<file path="config.mk">
export PLATFORM = sky130hd
export DESIGN_NAME = ffps_top
export DESIGN_NICKNAME = d
export VERILOG_FILES = /design/src/pkg/ffps_pkg.sv /design/src/verilog/ffps_sync.sv /design/src/verilog/ffps_top.sv
export SDC_FILE = /design/constraint.sdc
export NUM_CORES = 1
export LEC_CHECK = 0
export ABC_AREA = 1
export BUFFER_PORTS_ARGS = -buffer_cell sky130_fd_sc_hd__buf_2
export CORE_UTILIZATION = 55
export DETAILED_ROUTE_END_ITERATION = 10
export GPL_ROUTABILITY_DRIVEN = 0
export PLACE_DENSITY = 0.73
export SYNTH_ARGS = -nofsm -noshare
export SYNTH_HDL_FRONTEND = slang
export SYNTH_SLANG_ARGS = --single-unit
</file>
<file path="constraint.sdc">
create_clock -name CORE_CLK -period 3.9 [get_ports CORE_CLK]
set_input_delay 0.78 -clock CORE_CLK [delete_from_list [all_inputs] [get_ports CORE_CLK]]
set_output_delay 0.78 -clock CORE_CLK [all_outputs]
set_load 0.005 [all_outputs]
</file>
<file path="src/pkg/ffps_pkg.sv">
// package: constants and carrier types for the flyback fault-protection sequencer
package ffps_pkg;

  // ---------------------------------------------------------------
  // timing
  // ---------------------------------------------------------------
  localparam int unsigned CLK_PERIOD_NS     = 4;
  localparam int unsigned UV_BLANK_TIME_MS  = 20;
  localparam int unsigned UV_BLANK_CYCLES   = (UV_BLANK_TIME_MS * 1000000) / CLK_PERIOD_NS;
  localparam int unsigned UV_HITS_TO_TRIP   = 4;
  localparam int unsigned SYNC_STAGES       = 2;

  // ---------------------------------------------------------------
  // reset values
  // ---------------------------------------------------------------
  localparam logic        GATE_EN_RESET     = 1'b0;
  localparam logic        STARTUP_GEN_RESET = 1'b1;
  localparam logic        CC_MODE_RESET     = 1'b1;

  // analog flags, raw from the comparators and supply monitors
  typedef struct packed {
    logic demag_end;     // pulse-level flag: demagnetization just ended
    logic aux_uv_low;    // aux winding sense at or below undervoltage_threshold
    logic sense_oc;      // sense resistor above overcurrent_threshold
    logic switch_cycle;  // one switching cycle began
    logic thermal_hot;   // die above thermal_trip_point (hysteresis in analog)
    logic vdd_on;        // supply at or above supply_turn_on_level
    logic vdd_above_uvlo;// supply above supply_lockout_level
    logic vdd_above_rst; // supply above restart level
  } ffps_flags_t;

  // sequencer outputs toward the power stage
  typedef struct packed {
    logic gate_en;
    logic startup_gen_on;
    logic cc_mode;
  } ffps_drive_t;

  // status toward the rest of the controller
  typedef struct packed {
    logic uv_fault;
    logic oc_warn;
    logic oc_fault;
    logic thermal_fault;
    logic blanking;
  } ffps_status_t;

endpackage : ffps_pkg

</file>
<file path="src/verilog/ffps_sync.sv">
// two-flop synchroniser bank for the analog flags
`timescale 1ns/1ns
module ffps_sync #(
  parameter int unsigned WIDTH = 8
) (
  input  wire logic             clk,
  input  wire logic             rst_n,
  input  wire logic [WIDTH-1:0] async_in,
  output logic      [WIDTH-1:0] sync_out
);

  logic [WIDTH-1:0] stage1;

  // stage1 feeds only sync_out; nothing else may look at it
  always_ff @(posedge clk or negedge rst_n) begin
    if (!rst_n) begin
      stage1   <= '0;
      sync_out <= '0;
    end else begin
      stage1   <= async_in;
      sync_out <= stage1;
    end
  end

endmodule : ffps_sync

</file>
<file path="src/verilog/ffps_top.sv">
// flyback fault-protection sequencer: undervoltage, overcurrent and thermal hiccup control
`timescale 1ns/1ns

module ffps_top #(
  parameter int unsigned BLANK_CYCLES = ffps_pkg::UV_BLANK_CYCLES,
  parameter int unsigned UV_HITS      = ffps_pkg::UV_HITS_TO_TRIP
) (
  input  wire logic                   CORE_CLK,
  input  wire logic                   RST_N,
  input  wire ffps_pkg::ffps_flags_t  FLAGS,
  output ffps_pkg::ffps_drive_t       DRIVE,
  output ffps_pkg::ffps_status_t      STATUS
);
  import ffps_pkg::*;

  // ---------------------------------------------------------------
  // state types
  // ---------------------------------------------------------------
  typedef enum logic [2:0] {
    SEQ_WAIT_ON,   // supply charging toward turn-on, generator on
    SEQ_RUN,       // switching
    SEQ_DISCHARGE, // stopped, generator off, waiting for restart level
    SEQ_HOT        // thermal stop, supply recycled
  } ffps_seq_t;

  typedef enum logic [1:0] {
    OC_IDLE,
    OC_WARN,
    OC_TRIP
  } ffps_oc_t;

  localparam int unsigned BW = $clog2(BLANK_CYCLES + 1);
  localparam int unsigned HW = $clog2(UV_HITS + 1);

  // ---------------------------------------------------------------
  // flag synchronisation
  // ---------------------------------------------------------------
  ffps_flags_t flags_s;

  ffps_sync #(
    .WIDTH ($bits(ffps_flags_t))
  ) u_sync (
    .clk      (CORE_CLK),
    .rst_n    (RST_N),
    .async_in (FLAGS),
    .sync_out (flags_s)
  );

  // edge detection on the synchronised strobes
  logic demag_d;
  logic cyc_d;
  logic vdd_on_d;
  wire  demag_evt = flags_s.demag_end & ~demag_d;
  wire  cyc_evt   = flags_s.switch_cycle & ~cyc_d;

  always_ff @(posedge CORE_CLK or negedge RST_N) begin
    if (!RST_N) begin
      demag_d  <= 1'b0;
      cyc_d    <= 1'b0;
      vdd_on_d <= 1'b0;
    end else begin
      demag_d  <= flags_s.demag_end;
      cyc_d    <= flags_s.switch_cycle;
      vdd_on_d <= flags_s.vdd_on;
    end
  end

  // ---------------------------------------------------------------
  // registers
  // ---------------------------------------------------------------
  ffps_seq_t         seq;
  ffps_seq_t         next_seq;
  ffps_oc_t          oc;
  ffps_oc_t          next_oc;
  logic [BW-1:0]     blank_cnt;
  logic [BW-1:0]     next_blank_cnt;
  logic [HW-1:0]     uv_cnt;
  logic [HW-1:0]     next_uv_cnt;
  logic              uv_fault;
  logic              hot_recycle;
  logic              next_hot_recycle;
  ffps_drive_t       next_drive;
  ffps_status_t      next_status;

  // ---------------------------------------------------------------
  // undervoltage qualification
  // ---------------------------------------------------------------
  wire running    = (seq == SEQ_RUN);
  wire blanking   = running && (blank_cnt != '0);
  wire uv_sample  = running && !blanking && demag_evt;
  wire uv_hit     = uv_sample && flags_s.aux_uv_low;
  wire uv_qualify = uv_hit && (uv_cnt == HW'(UV_HITS - 1));

  // a sample without a hit restarts the count; a hit adds one
  assign next_uv_cnt = !running || blanking ? '0 :
                       uv_sample && !flags_s.aux_uv_low ? '0 :
                       uv_qualify ? '0 :
                       uv_hit ? uv_cnt + HW'(1) : uv_cnt;

  // blanking reloads on every entry to run, so restarts blank too
  assign next_blank_cnt = (next_seq == SEQ_RUN && seq != SEQ_RUN) ? BW'(BLANK_CYCLES) :
                          (blank_cnt != '0) ? blank_cnt - BW'(1) : blank_cnt;

  // ---------------------------------------------------------------
  // overcurrent two-strike logic
  // ---------------------------------------------------------------
  // a trip is counted per switching cycle; the warning looks at the next one only
  wire oc_trip_now = running && flags_s.sense_oc;
  logic oc_seen;       // set once the switching cycle after the warning has begun
  logic next_oc_seen;

  always_comb begin
    next_oc      = oc;
    next_oc_seen = oc_seen;
    unique case (oc)
      OC_IDLE: begin
        next_oc_seen = 1'b0;
        if (oc_trip_now) begin
          next_oc = OC_WARN;
        end
      end
      OC_WARN: begin
        if (cyc_evt) begin
          next_oc_seen = 1'b1;  // now inside the following cycle
        end else if (oc_seen && oc_trip_now) begin
          next_oc = OC_TRIP;
        end
        if (cyc_evt && oc_seen) begin
          next_oc      = OC_IDLE;
          next_oc_seen = 1'b0;
        end
      end
      OC_TRIP: begin
        next_oc_seen = 1'b0;
        if (seq == SEQ_DISCHARGE && !flags_s.vdd_above_rst) begin
          next_oc = OC_IDLE;
        end
      end
    endcase
    if (!running && oc != OC_TRIP) begin
      next_oc      = OC_IDLE;
      next_oc_seen = 1'b0;
    end
  end

  wire oc_qualify = (oc == OC_WARN) && (next_oc == OC_TRIP);

  // ---------------------------------------------------------------
  // supply and switching sequencer
  // ---------------------------------------------------------------
  wire turn_on_rise = flags_s.vdd_on && !vdd_on_d;
  wire stop_now     = uv_qualify || oc_qualify || flags_s.thermal_hot;

  always_comb begin
    next_seq         = seq;
    next_hot_recycle = hot_recycle;
    unique case (seq)
      SEQ_WAIT_ON: begin
        if (flags_s.thermal_hot) begin
          next_seq = SEQ_HOT;
        end else if (turn_on_rise || flags_s.vdd_on) begin
          next_seq = SEQ_RUN;
        end
      end
      SEQ_RUN: begin
        if (flags_s.thermal_hot) begin
          next_seq = SEQ_HOT;
        end else if (uv_qualify || oc_qualify) begin
          next_seq = SEQ_DISCHARGE;
        end else if (!flags_s.vdd_above_uvlo) begin
          next_seq = SEQ_DISCHARGE;
        end
      end
      SEQ_DISCHARGE: begin
        if (!flags_s.vdd_above_rst) begin
          next_seq = SEQ_WAIT_ON;
        end
      end
      SEQ_HOT: begin
        // generator toggles between restart and turn-on to keep supply alive
        if (!flags_s.vdd_above_rst) begin
          next_hot_recycle = 1'b1;
        end else if (flags_s.vdd_on) begin
          next_hot_recycle = 1'b0;
        end
        if (!flags_s.thermal_hot) begin
          next_hot_recycle = 1'b0;
          if (flags_s.vdd_above_uvlo) begin
            next_seq = SEQ_RUN;
          end else begin
            next_seq = SEQ_DISCHARGE;
          end
        end
      end
    endcase
  end

  // ---------------------------------------------------------------
  // output decode
  // ---------------------------------------------------------------
  // gate drops combinationally on the qualifying cycle, then registered
  assign next_drive.gate_en        = (next_seq == SEQ_RUN) && !stop_now;
  assign next_drive.startup_gen_on = (next_seq == SEQ_WAIT_ON) ||
                                     (next_seq == SEQ_HOT && next_hot_recycle);
  // constant-current mode holds through the whole blanking window of each start
  assign next_drive.cc_mode        = (next_seq != SEQ_RUN) ||
                                     (next_blank_cnt != '0);
  assign next_status.uv_fault      = uv_qualify || (uv_fault && next_seq != SEQ_WAIT_ON);
  assign next_status.oc_warn       = (next_oc == OC_WARN);
  assign next_status.oc_fault      = (next_oc == OC_TRIP);
  assign next_status.thermal_fault = (next_seq == SEQ_HOT);
  assign next_status.blanking      = (next_blank_cnt != '0) && (next_seq == SEQ_RUN);

  // ---------------------------------------------------------------
  // state registers
  // ---------------------------------------------------------------
  always_ff @(posedge CORE_CLK or negedge RST_N) begin
    if (!RST_N) begin
      seq         <= SEQ_WAIT_ON;
      oc          <= OC_IDLE;
      oc_seen     <= 1'b0;
      blank_cnt   <= '0;
      uv_cnt      <= '0;
      hot_recycle <= 1'b0;
    end else begin
      seq         <= next_seq;
      oc          <= next_oc;
      oc_seen     <= next_oc_seen;
      blank_cnt   <= next_blank_cnt;
      uv_cnt      <= next_uv_cnt;
      hot_recycle <= next_hot_recycle;
    end
  end

  // outputs straight from flip-flops
  always_ff @(posedge CORE_CLK or negedge RST_N) begin
    if (!RST_N) begin
      DRIVE    <= '{gate_en: GATE_EN_RESET, startup_gen_on: STARTUP_GEN_RESET,
                    cc_mode: CC_MODE_RESET};
      STATUS   <= '0;
      uv_fault <= 1'b0;
    end else begin
      DRIVE    <= next_drive;
      STATUS   <= next_status;
      uv_fault <= next_status.uv_fault;
    end
  end

endmodule : ffps_top
</file>
[After elaboration in Yosys (flattened, before gate mapping)]
Cells that the tools add are included.
Cells by class
  add/subtract/negate cells: 2
  equality and inequality tests: 14
  muxes and demuxes: 30
  bitwise logic cells: 4
  reductions and logical operators: 39
Operator list (count)
  $mux W23: 2
  $reduce_bool A23 Y1: 2
  $mux W3: 11
  $sub A23 B1 Y23 const B: 1
  $logic_and A1 B1 Y1: 18
  $mux W2: 7
  $eq A3 B2 Y1 const B: 4
  $pmux W3 S4: 1
  $logic_or A1 B1 Y1: 7
  $mux W1: 7
  $eq A3 B1 Y1 const B: 2
  $logic_not A1 Y1: 6
  $logic_not A3 Y1: 2
  $ne A3 B1 Y1 const B: 2
  $pmux W2 S3: 1
  $eq A2 B1 Y1 const B: 2
  $eq A2 B2 Y1 const B: 2
  $ne A4 B4 Y1 const B: 1
  $reduce_bool A4 Y1: 1
  $add A3 B1 Y3 const B: 1
  $reduce_bool A3 Y1: 1
  $and A1 B1 Y1: 2
  $logic_not A2 Y1: 1
  $ne A2 B2 Y1 const B: 1
  other kinds (3): 4
Storage, ports and cells
  register bits: 60
  input bits: 10
  output and inout port bits: 8
  word-level logic and storage cells: 108

[Logic depth before layout (Yosys ltp)]
  depth after elaboration: 19
  depth in mapped cells: 19
  mapped depth without buffers: 19

[Modules after synthesis]
Synthesis repeated with hierarchy kept, for this count alone.
Unflattened totals
  cell total of the unflattened synthesis: 360
  area, all modules: 3133.0 um^2
Modules (own cells, without submodules)
  ffps_top: instances 1, cells an instance 344, area each 2732.6 um^2, seq. area each 1078.5 um^2
  ffps_sync: instances 1, cells an instance 16, area each 400.4 um^2, seq. area each 400.4 um^2

[Worst setup path after synthesis]
Ideal clock, no wire load.
  path kind: reg2reg
  start point: reg oc[1]
  end point: reg STATUS[0] in the netlist's numbering
  setup time: 118 ps
  data arrival time: 2051 ps
  required time: 3782 ps
  setup slack: 1731 ps
  cell stages (with the launch flop): 20
  buffers on the path: 1
  clock period less this slack: 2169 ps
  path through: dfrtp_1 -> inv_1 -> ha_1 -> inv_1 -> nand2_1 -> nand2_1 -> nor2_1 -> nand2_1 -> nor2_2 -> nand3_2 -> nand3_1 -> nand2_1 -> nand3_2 -> nor2_2 -> nand3_4 -> buf_8 -> o31ai_2 -> nand3_2 -> nor2_2 -> nor2_1
RTL lines
  start: declaration: line ffps_top.sv:73  | ffps_oc_t oc;
  start signal: assignment: line ffps_top.sv:227  | oc <= next_oc;
  end signal: assignment: line ffps_top.sv:244  | STATUS <= next_status;
  end: declaration: line ffps_top.sv:12  | output ffps_pkg::ffps_status_t STATUS

[Worst setup path after layout]
  start point: reg oc[0]
  end point: reg blank_cnt[10]
Between the ends
  elaborated cells on any way between the ends: 21
  those cells by class: eq/ne (5); mux (11); reduce/logical (5)
RTL lines
  $eq A2 B2 Y1, or another cell as far along: line ffps_top.sv:115  | unique case (oc)
  $pmux W2 S3 / $logic_and A1 B1 Y1 (equally long branches): line ffps_top.sv:115, ffps_top.sv:140
  $mux W2 (*): line ffps_top.sv:140  | if (!running && oc != OC_TRIP) begin
  net next_oc[1]: line ffps_top.sv:74  | ffps_oc_t next_oc;
  $eq A2 B2 Y1 (*): line ffps_top.sv:146  | wire oc_qualify = (oc == OC_WARN) && (next_oc == OC_TRIP);
  $logic_and A1 B1 Y1 (*): line ffps_top.sv:146
  $logic_or A1 B1 Y1 (*): line ffps_top.sv:168  | end else if (uv_qualify || oc_qualify) begin
  $mux W3 (*): line ffps_top.sv:168
  $mux W3 (*): line ffps_top.sv:166  | if (flags_s.thermal_hot) begin
  $pmux W3 S4 (*): line ffps_top.sv:157  | unique case (seq)
  net next_seq[1]: line ffps_top.sv:72  | ffps_seq_t next_seq;
  $eq A3 B1 Y1 (*): line ffps_top.sv:101  | assign next_blank_cnt = (next_seq == SEQ_RUN && seq != SEQ_RUN) ? BW'(BLANK_CYCLES) :
  $logic_and A1 B1 Y1 (*): line ffps_top.sv:101
  $mux W23 (*): line ffps_top.sv:101
  net next_blank_cnt[10]: line ffps_top.sv:76  | logic [BW-1:0] next_blank_cnt;
  end signal: assignment: line ffps_top.sv:229  | blank_cnt <= next_blank_cnt;
  end: declaration: line ffps_top.sv:75  | logic [BW-1:0] blank_cnt;
Mark *: on every way through the listed nets, which the timed path passes. The rest lies on a longest branch.
A chain may end at the register's enable or synchronous reset.

==> impl_metrics.env <==
export IMPL_hold_viol=0
export IMPL_final_cell_mix="61 x nor2_1, 57 x dfrtp_1, 57 x nand2_1"
export IMPL_drt_iter0_drc=100
export IMPL_core_area_sq_um=5140
export IMPL_cts_hold_buf=0
export IMPL_clockRootBuffer="clkbuf_8"
export IMPL_num_vias=2274
export IMPL_end_kind="flip-flop"
export IMPL_dpl_cell_area_sq_um=3100
export IMPL_synthesis_area_sq_um=2950
export IMPL_n_antenna_cell=0
export IMPL_yosys_top_cells_area="dfrtp_1 48%, nor2_1 7.8%, nand2_1 7.3%, inv_1 5.9%, xor2_1 4.2%"
export IMPL_wl_per_cell_um=12.4
export IMPL_grt_pass1_wl_mm=9.50
export IMPL_synthesis_nets=359
export IMPL_drive_gt1_frac=0.169
export IMPL_required_ps=4100
export IMPL_syn_avg_cell_area_sq_um=8.60
export IMPL_grt_use_met3=0.0843
export IMPL_fmax_mhz=394
export IMPL_postCtsSetupBuffers=0
export IMPL_vias_per_cell=5.13
export IMPL_ant_nets=0
export IMPL_rr_worst_depth=16
export IMPL_antenna_found_initial=0
export IMPL_p_leak_nw=1.59
export IMPL_critical_path_arrival_ps=2740
export IMPL_crit_path_max_incr_delay_ps=400
export IMPL_grtUsageTotal=0.232
export IMPL_grt_pass1_vias=2168
export IMPL_crit_chain="inv_1 -> ha_1 -> inv_1 -> nand2_1 -> nand2_1 -> nor2_1 -> nand2_1 -> nor2_2 -> nand3_2 -> nand3_1 -> nand2_1 -> nand3_2 -> nor2_2 -> nand3_4 -> inv_1 -> nor2_1"
export IMPL_globalRouteOverflowTotal=0
export IMPL_hpwl_mm=4.10
export IMPL_clock_path_buffers=2
export IMPL_nets=385
export IMPL_post_cts_resized=0
export IMPL_r2r_slack_ps=1360
export IMPL_cp_slowest_cell="inv_1"
export IMPL_drc=0
export IMPL_hp_class="flip-flop to flip-flop"
export IMPL_cp_max_fo=15
export IMPL_cts_max_level=3
export IMPL_areaGrowthSynthToFinish_pct=13.6
export IMPL_yosys_warnings=0
export IMPL_fp_dieW_um=75.2
export IMPL_cts_clk_slew_worst_paths_ps=70
export IMPL_start_kind="flip-flop"
export IMPL_status="finished clean"
export IMPL_tightest_slew_ps=598
export IMPL_ys_ff_latch=59
export IMPL_yosysUniqueCellTypes=36
export IMPL_cap_viol_max_count=0
export IMPL_finClkSkew_ps=7.60
export IMPL_crit_end="blank_cnt[10]"
export IMPL_rsz0062_at_grt="no"
export IMPL_die_h_um=75.2
export IMPL_setup_tns_ps=0
export IMPL_synth_top_area_share=0.483
export IMPL_crit_type="flip-flop to flip-flop"
export IMPL_yosys_area_top_type="dfrtp_1"
export IMPL_power_per_cell_area_nw_per_um2=643
export IMPL_worstSetupStartpoint="oc[0]"
export IMPL_gr_usage_met2=0.376
export IMPL_first_pass_iters=4
export IMPL_fp_row_count=26
export IMPL_period_needed_ps=2540
export IMPL_die_area_sq_um=5660
export IMPL_setup_violations=0
export IMPL_met1_usage=0.279
export IMPL_start_util=0.574
export IMPL_finalMaxSlewViolations=0
export IMPL_peakVddDrop_mv=0.384
export IMPL_final_common_cell="nor2_1"
export IMPL_cts_sink_count=59
export IMPL_fin_crit_sh=0.651
export IMPL_synthCells=343
export IMPL_r2r_start="oc[0]"
export IMPL_io_buffers=17
export IMPL_io_pins=18
export IMPL_r2r_end="blank_cnt[10]"
export IMPL_seq_area_frac_synth=0.501
export IMPL_slew_limit_headroom=0.601
export IMPL_grt_max_degree=32
export IMPL_final_area_sq_um=3350
export IMPL_cts_tree="built"
export IMPL_fillCellCount=431
export IMPL_clkLatencyLatePin_ps=340
export IMPL_numCtsBuffers=9
export IMPL_totalWireLength_mm=5.50
export IMPL_cpMostUsedCell="nand2_1"
export IMPL_grt_busiest_layer="met2"
stage by stage:
step	total power, W	utilization	std cells	setup slack [ps]	hold slack (ps)
finish	0.00215	0.652	443	1360	348
CTS	0.00217	0.652	443	1340	351
global route	0.00232	0.652	443	1080	354
global placement	0.00146	0.604	428	1450	332
floorplan	0.00133	-	343	1730	331
detailed placement	0.00148	0.604	428	1370	336
logic make-up (layout without fill, tap and decap cells):
| kind of cell | count (synthesis) | after routing | synth area share |
|---|---|---|---|
| AO/OA/AOI/OAI | 29 | 29 | 0.0611 |
| AND/OR/NAND/NOR | 181 | 181 | 0.293 |
| flip-flops | 59 | 59 | 0.501 |
| XOR/XNOR | 16 | 16 | 0.0475 |
| buffers and inverters | 52 | 82 | 0.0717 |
| adder cells (fa/ha/maj) | 6 | 6 | 0.0254 |
cells in the mapped netlist (all sizes together):
cell type / count
nor2: 72
nand4: 9
o21a: 1
a31oi: 1
nor3: 11
or2: 2
dfrtp: 57
o31ai: 2
xor2: 14
o21ai: 12
nand3: 24
ha: 6
nand3b: 1
a21oi: 10
nor3b: 1
a21boi: 2
xnor2: 2
nand2: 59
dfstp: 2
o22ai: 1
nor4: 2
inv: 49
buf: 3
routing by layer:
metal	wire length [um]	vias up
met1	2480	1060
met5	0	-
li1	-	1138
met2	2640	56
met4	140	0
met3	233	20
how the worst min path moves through the flow:
stage / from / endpoint / slack [ps] / depth (start not counted)
6_report: u_sync.stage1[4] / u_sync.sync_out[4] / 350 / 0
5_1_grt: u_sync.stage1[4] / u_sync.sync_out[4] / 350 / 0
4_1_cts: u_sync.stage1[4] / u_sync.sync_out[4] / 350 / 0
3_5_place_dp: u_sync.stage1[4] / u_sync.sync_out[4] / 340 / 0
3_3_place_gp: u_sync.stage1[0] / u_sync.sync_out[0] / 330 / 0
2_1_floorplan: u_sync.stage1[0] / u_sync.sync_out[0] / 330 / 0
final cells by class:
type	instances	area (sq um)	area share
well taps	70	87.6	0.0261
flip-flops and latches	59	1480	0.441
multi-input cells	232	1260	0.376
repair buffers	18	92.6	0.0276
inverters	49	184	0.0549
clock buffers	11	151	0.0452
clock inverters	4	97.6	0.0291
sequential cells by signal (all words and copies together) (netlist names):
| signal | flops |
|---|---|
| blank_cnt | 23 |
| u_sync.stage1 | 8 |
| u_sync.sync_out | 8 |
| STATUS | 4 |
| DRIVE | 3 |
| seq | 3 |
| uv_cnt | 3 |
| oc | 2 |
| cyc_d | 1 |
| demag_d | 1 |
| hot_recycle | 1 |
| oc_seen | 1 |
| uv_fault | 1 |
critical path, delay by kind of cell (launching register included):
kind	cells	cell delay (ps)
adder cells (fa/ha/maj)	1	340
buffers and inverters	3	590
AND/OR/NAND/NOR	12	1090
flip-flops	1	370
power by group:
group	internal (W)	switching (W)	total [W]
sequential	0.000710	0.0000699	0.000780
clock	0.000455	0.000229	0.000684
combinational	0.000220	0.000470	0.000690
total	0.00139	0.000769	0.00215
Note: power is estimated with default switching activity, not from simulation.
